<file path="src/logic/tmrio_pkg.sv">
`default_nettype none
package tmrio_pkg;
	// register indices on the plain register port
	localparam logic [3:0] ADDR_CH0_IO   = 4'h0; // [3:0] reg a select, [7:4] reg c select
	localparam logic [3:0] ADDR_CH4_IO   = 4'h1; // [7:4] reg b select of channel 4
	localparam logic [3:0] ADDR_CH5_IO   = 4'h2; // [7:4] reg b select of channel 5
	localparam logic [3:0] ADDR_CH0_MODE = 4'h3; // buffer enable of channel 0
	localparam logic [3:0] ADDR_STAT     = 4'h4; // sticky events, cleared by read
	localparam logic [3:0] ADDR_MASK     = 4'h5; // interrupt mask, same layout
	localparam logic [3:0] ADDR_PINS     = 4'h6; // pin drive levels and enables
	localparam logic [3:0] ADDR_GR_A0    = 4'h8; // ch0 general register a
	localparam logic [3:0] ADDR_GR_C0    = 4'h9; // ch0 general register c
	localparam logic [3:0] ADDR_GR_B4    = 4'ha; // ch4 general register b
	localparam logic [3:0] ADDR_GR_B5    = 4'hb; // ch5 general register b

	// field positions inside the control bytes
	localparam int LO_FLD_LSB  = 0;            // a field of ch0, bits 3:0
	localparam int HI_FLD_LSB  = 4;            // b or c field in the upper nibble
	localparam int BUF_A_BIT   = 0;            // buffer_a_enable in the mode register
	localparam int FLD_CAP_BIT = 3;            // 1: input capture, 0: output compare
	localparam int FLD_SEL_BIT = 2;            // level, or internal capture source
	localparam int PIN_OE_LSB  = 4;            // enable bits in the pin status word

	// event bit order in status and mask
	localparam int EV_A0 = 0;
	localparam int EV_C0 = 1;
	localparam int EV_B4 = 2;
	localparam int EV_B5 = 3;

	// reset values
	localparam logic [3:0]  FIELD_RESET = 4'h0; // output disabled
	localparam logic [15:0] GR_RESET    = 16'hffff;
	localparam logic [3:0]  MASK_RESET  = 4'h0;

	// compare actions in field bits 1:0
	localparam logic [1:0] ACT_NONE   = 2'h0;
	localparam logic [1:0] ACT_LOW    = 2'h1;
	localparam logic [1:0] ACT_HIGH   = 2'h2;
	localparam logic [1:0] ACT_TOGGLE = 2'h3;

	typedef logic [3:0] tmrio_field_t;

	// decoded meaning of one field
	typedef struct packed {
		logic       drive;    // compare mode with pin output on
		logic       init_lvl; // level loaded when the field changes
		logic [1:0] act;      // action at a match
		logic       cap_int;  // capture on the internal event
		logic       cap_rise; // capture on a rising pin edge
		logic       cap_fall; // capture on a falling pin edge
	} tmrio_dec_t;

	// data pair towards one general register
	typedef struct packed {
		logic        wr_en;
		logic [15:0] wr_data;
	} tmrio_gr_wr_t;

	// field decode shared by every channel instance
	function automatic tmrio_dec_t tmrio_decode(input tmrio_field_t f, input logic allow_int);
		tmrio_dec_t d;
		logic       cap;
		cap        = f[FLD_CAP_BIT];
		d.drive    = !cap && (f[1:0] != ACT_NONE);
		d.init_lvl = f[FLD_SEL_BIT];
		d.act      = f[1:0];
		d.cap_int  = cap && f[FLD_SEL_BIT] && allow_int;
		d.cap_rise = cap && !d.cap_int && (f[1] || !f[0]);
		d.cap_fall = cap && !d.cap_int && (f[1] || f[0]);
		return d;
	endfunction
endpackage
`default_nettype wire

</file>
<file path="src/logic/tmrio_sync.sv">
`default_nettype none
// two-stage synchroniser for the pin levels; only stage two is read outside
module tmrio_sync #(
	parameter int W = 4
) (
	input  wire logic         sys_clk,
	input  wire logic         rst_n,
	input  wire logic [W-1:0] async_i,
	output logic      [W-1:0] sync_o
);
	// all state in one struct
	typedef struct packed {
		logic [W-1:0] s1; // metastable stage, feeds s2 only
		logic [W-1:0] s2; // settled stage
	} tmrio_sync_st_t;

	tmrio_sync_st_t st_q;
	tmrio_sync_st_t st_d;

	// shift the pin level through both stages
	always_comb
	begin
		st_d    = st_q;
		st_d.s1 = async_i;
		st_d.s2 = st_q.s1;
	end

	// synchronous reset to zero
	always_ff @(posedge sys_clk)
	begin
		if (!rst_n)
			st_q <= '0;
		else
			st_q <= st_d;
	end

	assign sync_o = st_q.s2;
endmodule
`default_nettype wire

</file>
<file path="src/logic/tmrio_channel.sv">
`default_nettype none
// one general register with its compare output and capture input
module tmrio_channel (
	input  wire logic                   sys_clk,
	input  wire logic                   rst_n,
	input  wire tmrio_pkg::tmrio_field_t field,
	input  wire logic                   allow_int,
	input  wire logic                   inhibit,
	input  wire logic                   int_evt,
	input  wire logic                   pin_lvl,
	input  wire logic [15:0]            counter,
	input  wire tmrio_pkg::tmrio_gr_wr_t gr_wr,
	output logic [15:0]                 gr_value,
	output logic                        pin_o,
	output logic                        pin_oe_n,
	output logic                        event_o
);
	// all state in one struct
	typedef struct packed {
		logic [15:0]            gr;       // general register
		logic                   lvl;      // pin output level
		logic                   oe_n;     // low while the pin is driven
		logic                   eq_prev;  // last match state
		logic                   pin_prev; // last synchronised pin level
		tmrio_pkg::tmrio_field_t f_prev;  // field seen last cycle
		logic                   evt;      // one-cycle match or capture pulse
	} tmrio_ch_st_t;

	tmrio_ch_st_t         st_q;
	tmrio_ch_st_t         st_d;
	tmrio_pkg::tmrio_dec_t dec;     // decoded field
	logic                 eq;      // counter equals register
	logic                 match;   // first cycle of equality
	logic                 cap_hit; // selected capture event

	always_comb
	begin
		dec     = tmrio_pkg::tmrio_decode(field, allow_int);
		eq      = (counter == st_q.gr);
		// a match fires once per arrival, not on every cycle the counter rests there
		match   = eq && !st_q.eq_prev && dec.drive && !inhibit;
		cap_hit = !inhibit && ((dec.cap_int && int_evt)
			|| (dec.cap_rise && pin_lvl && !st_q.pin_prev)
			|| (dec.cap_fall && !pin_lvl && st_q.pin_prev));
		st_d          = st_q;
		st_d.eq_prev  = eq;
		st_d.pin_prev = pin_lvl;
		st_d.f_prev   = field;
		st_d.evt      = match || cap_hit;
		// software write first, so a capture in the same cycle wins
		if (gr_wr.wr_en)
			st_d.gr = gr_wr.wr_data;
		if (cap_hit)
			st_d.gr = counter;
		// pin enabled only for compare codes with a non-zero action
		st_d.oe_n = !(dec.drive && !inhibit);
		if (field != st_q.f_prev)
			st_d.lvl = dec.init_lvl;
		else if (match)
		begin
			unique case (dec.act)
				tmrio_pkg::ACT_LOW:    st_d.lvl = 1'b0;
				tmrio_pkg::ACT_HIGH:   st_d.lvl = 1'b1;
				tmrio_pkg::ACT_TOGGLE: st_d.lvl = !st_q.lvl;
				tmrio_pkg::ACT_NONE:   st_d.lvl = st_q.lvl;
			endcase
		end
	end

	// register the whole state
	always_ff @(posedge sys_clk)
	begin
		if (!rst_n)
		begin
			st_q      <= '0;
			st_q.gr   <= tmrio_pkg::GR_RESET;
			st_q.oe_n <= 1'b1;
		end
		else
			st_q <= st_d;
	end

	assign gr_value = st_q.gr;
	assign pin_o    = st_q.lvl;
	assign pin_oe_n = st_q.oe_n;
	assign event_o  = st_q.evt;
endmodule
`default_nettype wire

</file>
<file path="src/logic/tmrio_top.sv">
`default_nettype none
// Summary of operation
// - field bits 3:0 select register a function
// - second field bits 7:4 select register c
// - compare mode, initial level, low on match
// - compare code 10 drives pin high
// - compare code 11 toggles pin each match
// - capture code 00 samples rising pin edge
// - capture code 01 samples falling pin edge
// - capture with bit 1 samples both edges
// - ch4 b captures on ch3 c events
// - ch0 a and c capture on ch1 counts
// - buffered ch0 c ignores its field
module tmrio_top (
	input  wire logic        sys_clk,
	input  wire logic        rst_n,
	// register port
	input  wire logic [3:0]  bus_addr,
	input  wire logic [15:0] bus_wdata,
	input  wire logic        bus_we,
	input  wire logic        bus_re,
	output logic      [15:0] bus_rdata,
	// counters and internal events from the rest of the timer
	input  wire logic [15:0] ch0_counter,
	input  wire logic [15:0] ch4_counter,
	input  wire logic [15:0] ch5_counter,
	input  wire logic        ch1_count_step,
	input  wire logic        ch3_reg_c_event,
	// each pin has a level in, a drive level out and a low-active enable
	// two-way timer pins
	input  wire logic        ch0_pin_a_i,
	output logic             ch0_pin_a_o,
	output logic             ch0_pin_a_oe_n,
	input  wire logic        ch0_pin_c_i,
	output logic             ch0_pin_c_o,
	output logic             ch0_pin_c_oe_n,
	input  wire logic        ch4_pin_b_i,
	output logic             ch4_pin_b_o,
	output logic             ch4_pin_b_oe_n,
	input  wire logic        ch5_pin_b_i,
	output logic             ch5_pin_b_o,
	output logic             ch5_pin_b_oe_n,
	// interrupt
	output logic             irq
);
	// all software-visible state except the general registers and pin outputs in one struct
	// the four fields are kept as nibbles, not as whole control bytes, so the
	// unused lower bits of the ch4 and ch5 bytes read back as zero and cannot be set by software
	typedef struct packed {
		tmrio_pkg::tmrio_field_t reg_a_function_select; // ch0 register a
		tmrio_pkg::tmrio_field_t reg_c_function_select; // ch0 register c
		tmrio_pkg::tmrio_field_t ch4_func;              // ch4 register b
		tmrio_pkg::tmrio_field_t ch5_func;              // ch5 register b
		logic                   buffer_a_enable;       // ch0 c buffers a
		logic [3:0]             stat;                  // sticky events
		logic [3:0]             mask;                  // interrupt mask
		logic [15:0]            rdata;                 // read answer
	} tmrio_top_st_t;

	// st_d is built whole by one process and registered whole by the other
	tmrio_top_st_t st_q;
	tmrio_top_st_t st_d;

	// synchronised pin levels
	// a driven pin reads back its own level, which the edge logic then sees
	logic [3:0] pins_async; // raw pin inputs
	logic [3:0] pins_sync;  // after two flops

	// per-channel outputs
	// events pulse for one cycle per match or capture and feed status
	logic [15:0] gr_a0;  // ch0 general register a
	logic [15:0] gr_c0;  // ch0 general register c
	logic [15:0] gr_b4;  // ch4 general register b
	logic [15:0] gr_b5;  // ch5 general register b
	logic [3:0]  events; // one-cycle match or capture pulses

	// software writes towards the general registers
	tmrio_pkg::tmrio_gr_wr_t wr_a0;
	tmrio_pkg::tmrio_gr_wr_t wr_c0;
	tmrio_pkg::tmrio_gr_wr_t wr_b4;
	tmrio_pkg::tmrio_gr_wr_t wr_b5;

	// strobe decodes
	// status has no write path at all: software can only read and clear it,
	// so a stray write cannot fake an event or hide one
	logic       rd_clr_stat; // a read of status clears it
	logic [3:0] ch4_field;   // ch4 b field as a nibble
	logic [3:0] ch5_field;   // ch5 b field as a nibble

	// pins enter through the synchroniser before any edge logic sees them
	// cost: a pin edge reaches a capture two cycles late, so the counter
	// value loaded is that of the cycle the synchronised edge is seen
	// bit order a0, c0, b4, b5 matches the event bit order in status
	assign pins_async = {ch5_pin_b_i, ch4_pin_b_i, ch0_pin_c_i, ch0_pin_a_i};

	tmrio_sync #(
		.W       (4)
	) u_sync (
		.sys_clk (sys_clk),
		.rst_n   (rst_n),
		.async_i (pins_async),
		.sync_o  (pins_sync)
	);

	// write strobes towards each general register
	// the data path is shared; only the enable differs, and a capture in the
	// same cycle overrides the write inside the channel
	always_comb
	begin
		wr_a0.wr_en   = bus_we && (bus_addr == tmrio_pkg::ADDR_GR_A0);
		wr_a0.wr_data = bus_wdata;
		wr_c0.wr_en   = bus_we && (bus_addr == tmrio_pkg::ADDR_GR_C0);
		wr_c0.wr_data = bus_wdata;
		wr_b4.wr_en   = bus_we && (bus_addr == tmrio_pkg::ADDR_GR_B4);
		wr_b4.wr_data = bus_wdata;
		wr_b5.wr_en   = bus_we && (bus_addr == tmrio_pkg::ADDR_GR_B5);
		wr_b5.wr_data = bus_wdata;
	end

	// fields of channels 4 and 5 live in the upper nibble of their byte
	// they are latched already shifted down, so the channels see bits 3:0
	assign ch4_field = st_q.ch4_func;
	assign ch5_field = st_q.ch5_func;

	// ch0 register a: internal source is every ch1 count step
	// never inhibited: the buffer mode only silences register c
	// a match here sets status bit 0 just as a capture does
	// the step pulse comes from the same clock, so it is used unsynchronised
	tmrio_channel u_ch0_a (
		.sys_clk   (sys_clk),
		.rst_n     (rst_n),
		.field     (st_q.reg_a_function_select),
		.allow_int (1'b1),
		.inhibit   (1'b0),
		.int_evt   (ch1_count_step),
		.pin_lvl   (pins_sync[tmrio_pkg::EV_A0]),
		.counter   (ch0_counter),
		.gr_wr     (wr_a0),
		.gr_value  (gr_a0),
		.pin_o     (ch0_pin_a_o),
		.pin_oe_n  (ch0_pin_a_oe_n),
		.event_o   (events[tmrio_pkg::EV_A0])
	);

	// ch0 register c: silenced while it serves as buffer for register a
	// the buffer bit blocks capture, match and pin drive in one place
	// its field still reads back as written; it simply has no effect
	// once the buffer bit drops, the field acts again from the next cycle
	tmrio_channel u_ch0_c (
		.sys_clk   (sys_clk),
		.rst_n     (rst_n),
		.field     (st_q.reg_c_function_select),
		.allow_int (1'b1),
		.inhibit   (st_q.buffer_a_enable),
		.int_evt   (ch1_count_step),
		.pin_lvl   (pins_sync[tmrio_pkg::EV_C0]),
		.counter   (ch0_counter),
		.gr_wr     (wr_c0),
		.gr_value  (gr_c0),
		.pin_o     (ch0_pin_c_o),
		.pin_oe_n  (ch0_pin_c_oe_n),
		.event_o   (events[tmrio_pkg::EV_C0])
	);

	// ch4 register b: internal source is ch3 register c match or capture
	// the ch3 event is a same-clock pulse and needs no synchroniser
	// with the internal source chosen, the two low field bits are ignored
	// and pin edges no longer load the register
	tmrio_channel u_ch4_b (
		.sys_clk   (sys_clk),
		.rst_n     (rst_n),
		.field     (ch4_field),
		.allow_int (1'b1),
		.inhibit   (1'b0),
		.int_evt   (ch3_reg_c_event),
		.pin_lvl   (pins_sync[tmrio_pkg::EV_B4]),
		.counter   (ch4_counter),
		.gr_wr     (wr_b4),
		.gr_value  (gr_b4),
		.pin_o     (ch4_pin_b_o),
		.pin_oe_n  (ch4_pin_b_oe_n),
		.event_o   (events[tmrio_pkg::EV_B4])
	);

	// ch5 register b: no internal source, so bit 2 is ignored in capture
	// allow_int low turns the 11xx codes into the plain pin captures
	// the internal event input is therefore tied off
	// in compare mode bit 2 still picks the initial level as elsewhere
	tmrio_channel u_ch5_b (
		.sys_clk   (sys_clk),
		.rst_n     (rst_n),
		.field     (ch5_field),
		.allow_int (1'b0),
		.inhibit   (1'b0),
		.int_evt   (1'b0),
		.pin_lvl   (pins_sync[tmrio_pkg::EV_B5]),
		.counter   (ch5_counter),
		.gr_wr     (wr_b5),
		.gr_value  (gr_b5),
		.pin_o     (ch5_pin_b_o),
		.pin_oe_n  (ch5_pin_b_oe_n),
		.event_o   (events[tmrio_pkg::EV_B5])
	);

	// clear-on-read strobe for the status register; only a read hits it
	assign rd_clr_stat = bus_re && (bus_addr == tmrio_pkg::ADDR_STAT);

	// register writes, status bookkeeping and the registered read answer
	always_comb
	begin
		st_d = st_q;
		// field writes; the channels reload their initial level on a change
		// a rewrite of the same code is no change and leaves the pin alone;
		// software that wants the initial level again writes another code first
		if (bus_we)
		begin
			unique case (bus_addr)
				tmrio_pkg::ADDR_CH0_IO:
				begin
					st_d.reg_a_function_select =
						bus_wdata[tmrio_pkg::LO_FLD_LSB +: 4];
					st_d.reg_c_function_select =
						bus_wdata[tmrio_pkg::HI_FLD_LSB +: 4];
				end
				tmrio_pkg::ADDR_CH4_IO:
					st_d.ch4_func = bus_wdata[tmrio_pkg::HI_FLD_LSB +: 4];
				tmrio_pkg::ADDR_CH5_IO:
					st_d.ch5_func = bus_wdata[tmrio_pkg::HI_FLD_LSB +: 4];
				tmrio_pkg::ADDR_CH0_MODE:
					st_d.buffer_a_enable = bus_wdata[tmrio_pkg::BUF_A_BIT];
				tmrio_pkg::ADDR_MASK:
					st_d.mask = bus_wdata[3:0];
				default:
					st_d.mask = st_q.mask; // status, pins and unmapped addresses are read-only; general registers take writes in the channels
			endcase
		end
		// a read clears status, but an event in the same cycle still lands
		// losing that event would leave an interrupt that nobody ever sees,
		// so the set side wins over the clear
		if (rd_clr_stat)
			st_d.stat = events;
		else
			st_d.stat = st_q.stat | events;
		// read data stand in the cycle after the strobe only
		// zero outside that cycle, so a master that samples late reads nothing
		// rather than stale data from an older read
		st_d.rdata = '0;
		if (bus_re)
		begin
			unique case (bus_addr)
				tmrio_pkg::ADDR_CH0_IO:
					st_d.rdata = {8'h00, st_q.reg_c_function_select,
						st_q.reg_a_function_select};
				tmrio_pkg::ADDR_CH4_IO:
					st_d.rdata = {8'h00, st_q.ch4_func, 4'h0};
				tmrio_pkg::ADDR_CH5_IO:
					st_d.rdata = {8'h00, st_q.ch5_func, 4'h0};
				tmrio_pkg::ADDR_CH0_MODE:
					st_d.rdata = {15'h0000, st_q.buffer_a_enable};
				tmrio_pkg::ADDR_STAT:
					st_d.rdata = {12'h000, st_q.stat};
				tmrio_pkg::ADDR_MASK:
					st_d.rdata = {12'h000, st_q.mask};
				tmrio_pkg::ADDR_PINS:
					st_d.rdata = {8'h00,
						ch5_pin_b_oe_n, ch4_pin_b_oe_n, ch0_pin_c_oe_n, ch0_pin_a_oe_n,
						ch5_pin_b_o, ch4_pin_b_o, ch0_pin_c_o, ch0_pin_a_o};
				tmrio_pkg::ADDR_GR_A0:
					st_d.rdata = gr_a0;
				tmrio_pkg::ADDR_GR_C0:
					st_d.rdata = gr_c0;
				tmrio_pkg::ADDR_GR_B4:
					st_d.rdata = gr_b4;
				tmrio_pkg::ADDR_GR_B5:
					st_d.rdata = gr_b5;
				default:
					st_d.rdata = '0; // unmapped reads answer zero
			endcase
		end
	end

	// register the whole state; fields reset to output disabled
	// synchronous reset; the general registers hold their own reset inside
	// the channels, so only the fields, buffer bit, mask, status and read answer live here
	always_ff @(posedge sys_clk)
	begin
		if (!rst_n)
		begin
			st_q                       <= '0;
			st_q.reg_a_function_select <= tmrio_pkg::FIELD_RESET;
			st_q.reg_c_function_select <= tmrio_pkg::FIELD_RESET;
			st_q.ch4_func              <= tmrio_pkg::FIELD_RESET;
			st_q.ch5_func              <= tmrio_pkg::FIELD_RESET;
			st_q.mask                  <= tmrio_pkg::MASK_RESET;
		end
		else
			st_q <= st_d;
	end

	// level interrupt while any unmasked event is pending
	// combinational from two registers, so it carries no glitch from the bus
	assign irq       = |(st_q.stat & st_q.mask);
	assign bus_rdata = st_q.rdata;
endmodule
`default_nettype wire

</file>
<file path="config.mk">
export PLATFORM = sky130hd
export DESIGN_NAME = tmrio_top
export DESIGN_NICKNAME = d
export VERILOG_FILES = /design/src/logic/tmrio_pkg.sv /design/src/logic/tmrio_sync.sv /design/src/logic/tmrio_channel.sv /design/src/logic/tmrio_top.sv
export SDC_FILE = /design/constraint.sdc
export NUM_CORES = 1
export LEC_CHECK = 0
export ABC_AREA = 1
export BUFFER_PORTS_ARGS = -buffer_cell sky130_fd_sc_hd__buf_2
export CAP_MARGIN = 25
export CORE_MARGIN = 3
export CORE_UTILIZATION = 41
export DETAILED_ROUTE_END_ITERATION = 8
export SLEW_MARGIN = 20
export SYNTH_ARGS = -nofsm -noshare
export SYNTH_HDL_FRONTEND = slang
export SYNTH_SLANG_ARGS = --single-unit
</file>
<file path="constraint.sdc">
create_clock -name sys_clk -period 1.85 [get_ports sys_clk]
set_input_delay 0.0925 -clock sys_clk [delete_from_list [all_inputs] [get_ports sys_clk]]
set_output_delay 0.0925 -clock sys_clk [all_outputs]
set_load 0.03 [all_outputs]
</file>
==> flow_metrics.tcl <==
set metrics [dict create \
    synth_top_area_cell "dfxtp_1" \
    maxCapViolations 0 \
    drive_gt1_frac 0.144 \
    outcome "complete, no violations" \
    grt_max_degree 53 \
    h-tree-depth 4 \
    critPathCaptureType "flip-flop" \
    antenna_found_initial 0 \
    drc 0 \
    antenna_cells 0 \
    netlist.area_leader.share 0.379 \
    worstHoldStart "ch4_counter[12]" \
    tightestPinTransition_ns 0.569 \
    tritoncts "built" \
    avgSynthCellArea_um2 6.67 \
    startpoint "st_q[33]" \
    critPathLaunchType "flip-flop" \
    syn_inst 1181 \
    drtIter0Drc 725 \
    fin_skew_ns 0.00912 \
    clock-root-buffer "clkbuf_16" \
    vias 8045 \
    grt_use_total 0.243 \
    routed_via_density 5.16 \
    area_growth_syn_to_layout_pct 22.1 \
    fin_crit_ns 1.67 \
    io_buffers 102 \
    dieWidth_um 145 \
    clk_latency_ns 0.43 \
    core_area_um2 18800 \
    cts_buffer_depth 2 \
    period_share 0.901 \
    crit_arrival_ns 1.98 \
    fmax_mhz 600 \
    rows 50 \
    synth_fp_nets 1259 \
    cts_setup_buffers 0 \
    worst_ir_drop_vdd_v 0.000571 \
    grt-ovfl-total 0 \
    hold_viol 0 \
    io-pin-count 103 \
    slew_violations 0 \
    drt_first_pass_iters 5 \
    numCtsBuffers 17 \
    rsz0062_at_grt "false" \
    cellLeakagePower_nw 5.06 \
    yosys.cell_types.count 36 \
    die_y_um 145 \
    drtAntennaViolNets 0 \
    grt_pass1_vias 7050 \
    wirelength_um 25200 \
    synth_area_um2 7870 \
    synth.area.top_cells "dfxtp_1 (38%), nand2_1 (17%), inv_1 (8.6%)" \
    ys_seq_area_frac 0.379 \
    power.density_nw_per_um2 836 \
    critical_path_class "flip-flop to flip-flop" \
    slew_headroom 0.620 \
    clk_pin_slew_ns 0.06 \
    cts_sinks 149 \
    routedWlPerCell_um 16.2 \
    nets 1389 \
    reg2reg_from "st_q[33]" \
    grt_pass1_wl_um 38700 \
    power.total_mw 8.04 \
    gp_congestion 0.888 \
    die-area_um2 20900 \
    min_path_type "primary input to flip-flop" \
    yosys_warnings 0 \
    hpwl_um 18800 \
    cp_max_fo 32 \
    setup_viol_count_final 0 \
    ys_ff_latch 149 \
    initial_core_util 0.419 \
    fin_tns_setup_ns 0 \
    cp.required_ns 2.16 \
]
area by class of cell:
cell class	instances	area, um^2
Inverter	185	699
Tap cell	234	293
Multi-Input combinational cell	791	3850
Clock inverter	13	205
Sequential cell	149	2980
Fill cell	1902	9150
Timing Repair Buffer	167	1140
Clock buffer	19	443
timing repair:
action | in CTS | in global routing
gates resized for setup | 0 | 1
hold endpoints to repair | 33 | 0
setup endpoints to repair | 0 | 2
hold buffers | 33 | 0
report_power, final:
group	switching, mW	internal, mW	leakage, nW
Combinational	0.550	0.309	3.54
Clock	1.41	2.42	0.309
Sequential	0.0572	3.29	1.21
path summary, 6_finish.rpt:
kind | endpoint | slack (ns) | cells after the start
hold / removal | u_ch4_b.gr_value[12] | 0.007 | 3
setup reg to reg | u_ch0_c.gr_value[10] | 0.18 | 9
hold reg to reg | u_sync.sync_o[2] | 0.41 | 2
setup / recovery | u_ch0_c.gr_value[10] | 0.18 | 9
flip-flops by register name, indices dropped and copies added (netlist names), 6 cells and up:
signal            cells
u_ch0_a.gr_value     16
u_ch0_a.st_q          6
u_ch4_b.gr_value     16
u_ch5_b.st_q          6
u_ch4_b.st_q          6
u_ch5_b.gr_value     16
st_q                 17
u_ch0_c.gr_value     16
bus_rdata            16
u_ch0_c.st_q          6
worst max-delay path: stages, from the launching register on:
cell     delay, ns
dfxtp_1       0.34
inv_1         0.16
nand2_1       0.11
a21oi_1       0.15
nand2_1       0.13
nand2_1       0.18
buf_12        0.20
o21ai_0       0.10
o21ai_0       0.08
nand3_1       0.08
metal layers:
| layer | wire, um | share of wire | vias up | track usage |
|---|---|---|---|---|
| met2 | 11000 | 0.43 | 302 | 0.364 |
| met3 | 2040 | 0.081 | 40 | 0.0437 |
| met5 | 0 | 0 | - | 0 |
| met4 | 605 | 0.024 | 0 | 0.0756 |
| li1 | - | - | 4053 | - |
| met1 | 11600 | 0.46 | 3650 | 0.355 |
stage by stage:
stage | setup slack [ns] | utilization | std cells | hold WS [ns] | cell area (um^2)
after floorplan | 0.427 | - | 1181 | 0.190 | 7870
after global placement | 0.255 | 0.460 | 1493 | 0.274 | 8630
after detailed placement | 0.208 | 0.460 | 1493 | 0.281 | 8630
after CTS | 0.196 | 0.512 | 1558 | 0.0000202 | 9610
after global routing | 0.0345 | 0.512 | 1558 | 0.0126 | 9610
final | 0.183 | 0.512 | 1558 | 0.00676 | 9610
synthesized netlist by cell type (all sizes together):
cell type,n
a21oi,43
a41oi,3
nand4,22
a31oi,4
o211ai,5
nor2,105
a221oi,6
o2111ai,40
a211oi,3
o21ai,44
clkbuf,19
inv,185
nor3,5
nor4,1
o31ai,1
dfxtp,149
nand2,371
nand3,100
a221o,1
buf,37
xor2,16
o22ai,21
logic make-up (layout without fill, tap and decap cells):
family,Yosys count,in the layout,synth area share
AO/OA/AOI/OAI,171,171,0.147
XOR/XNOR,16,16,0.0178
buffers and inverters,241,384,0.132
flip-flops,149,149,0.379
AND/OR/NAND/NOR,604,604,0.325
cell usage in the layout, fill, tap and decap left out, types with 22 or more instances in the layout:
master | Yosys | routed
dfxtp_1 | 149 | 149
o2111ai_1 | 40 | 40
dlygate4sd3_1 | 0 | 33
nor2_1 | 96 | 96
a21oi_1 | 39 | 39
o21ai_0 | 40 | 40
inv_1 | 181 | 181
buf_4 | 20 | 28
nand4_1 | 22 | 22
nand2_1 | 364 | 364
nand3_1 | 100 | 100
buf_2 | 11 | 101
Power figures use the tool's default switching activity.
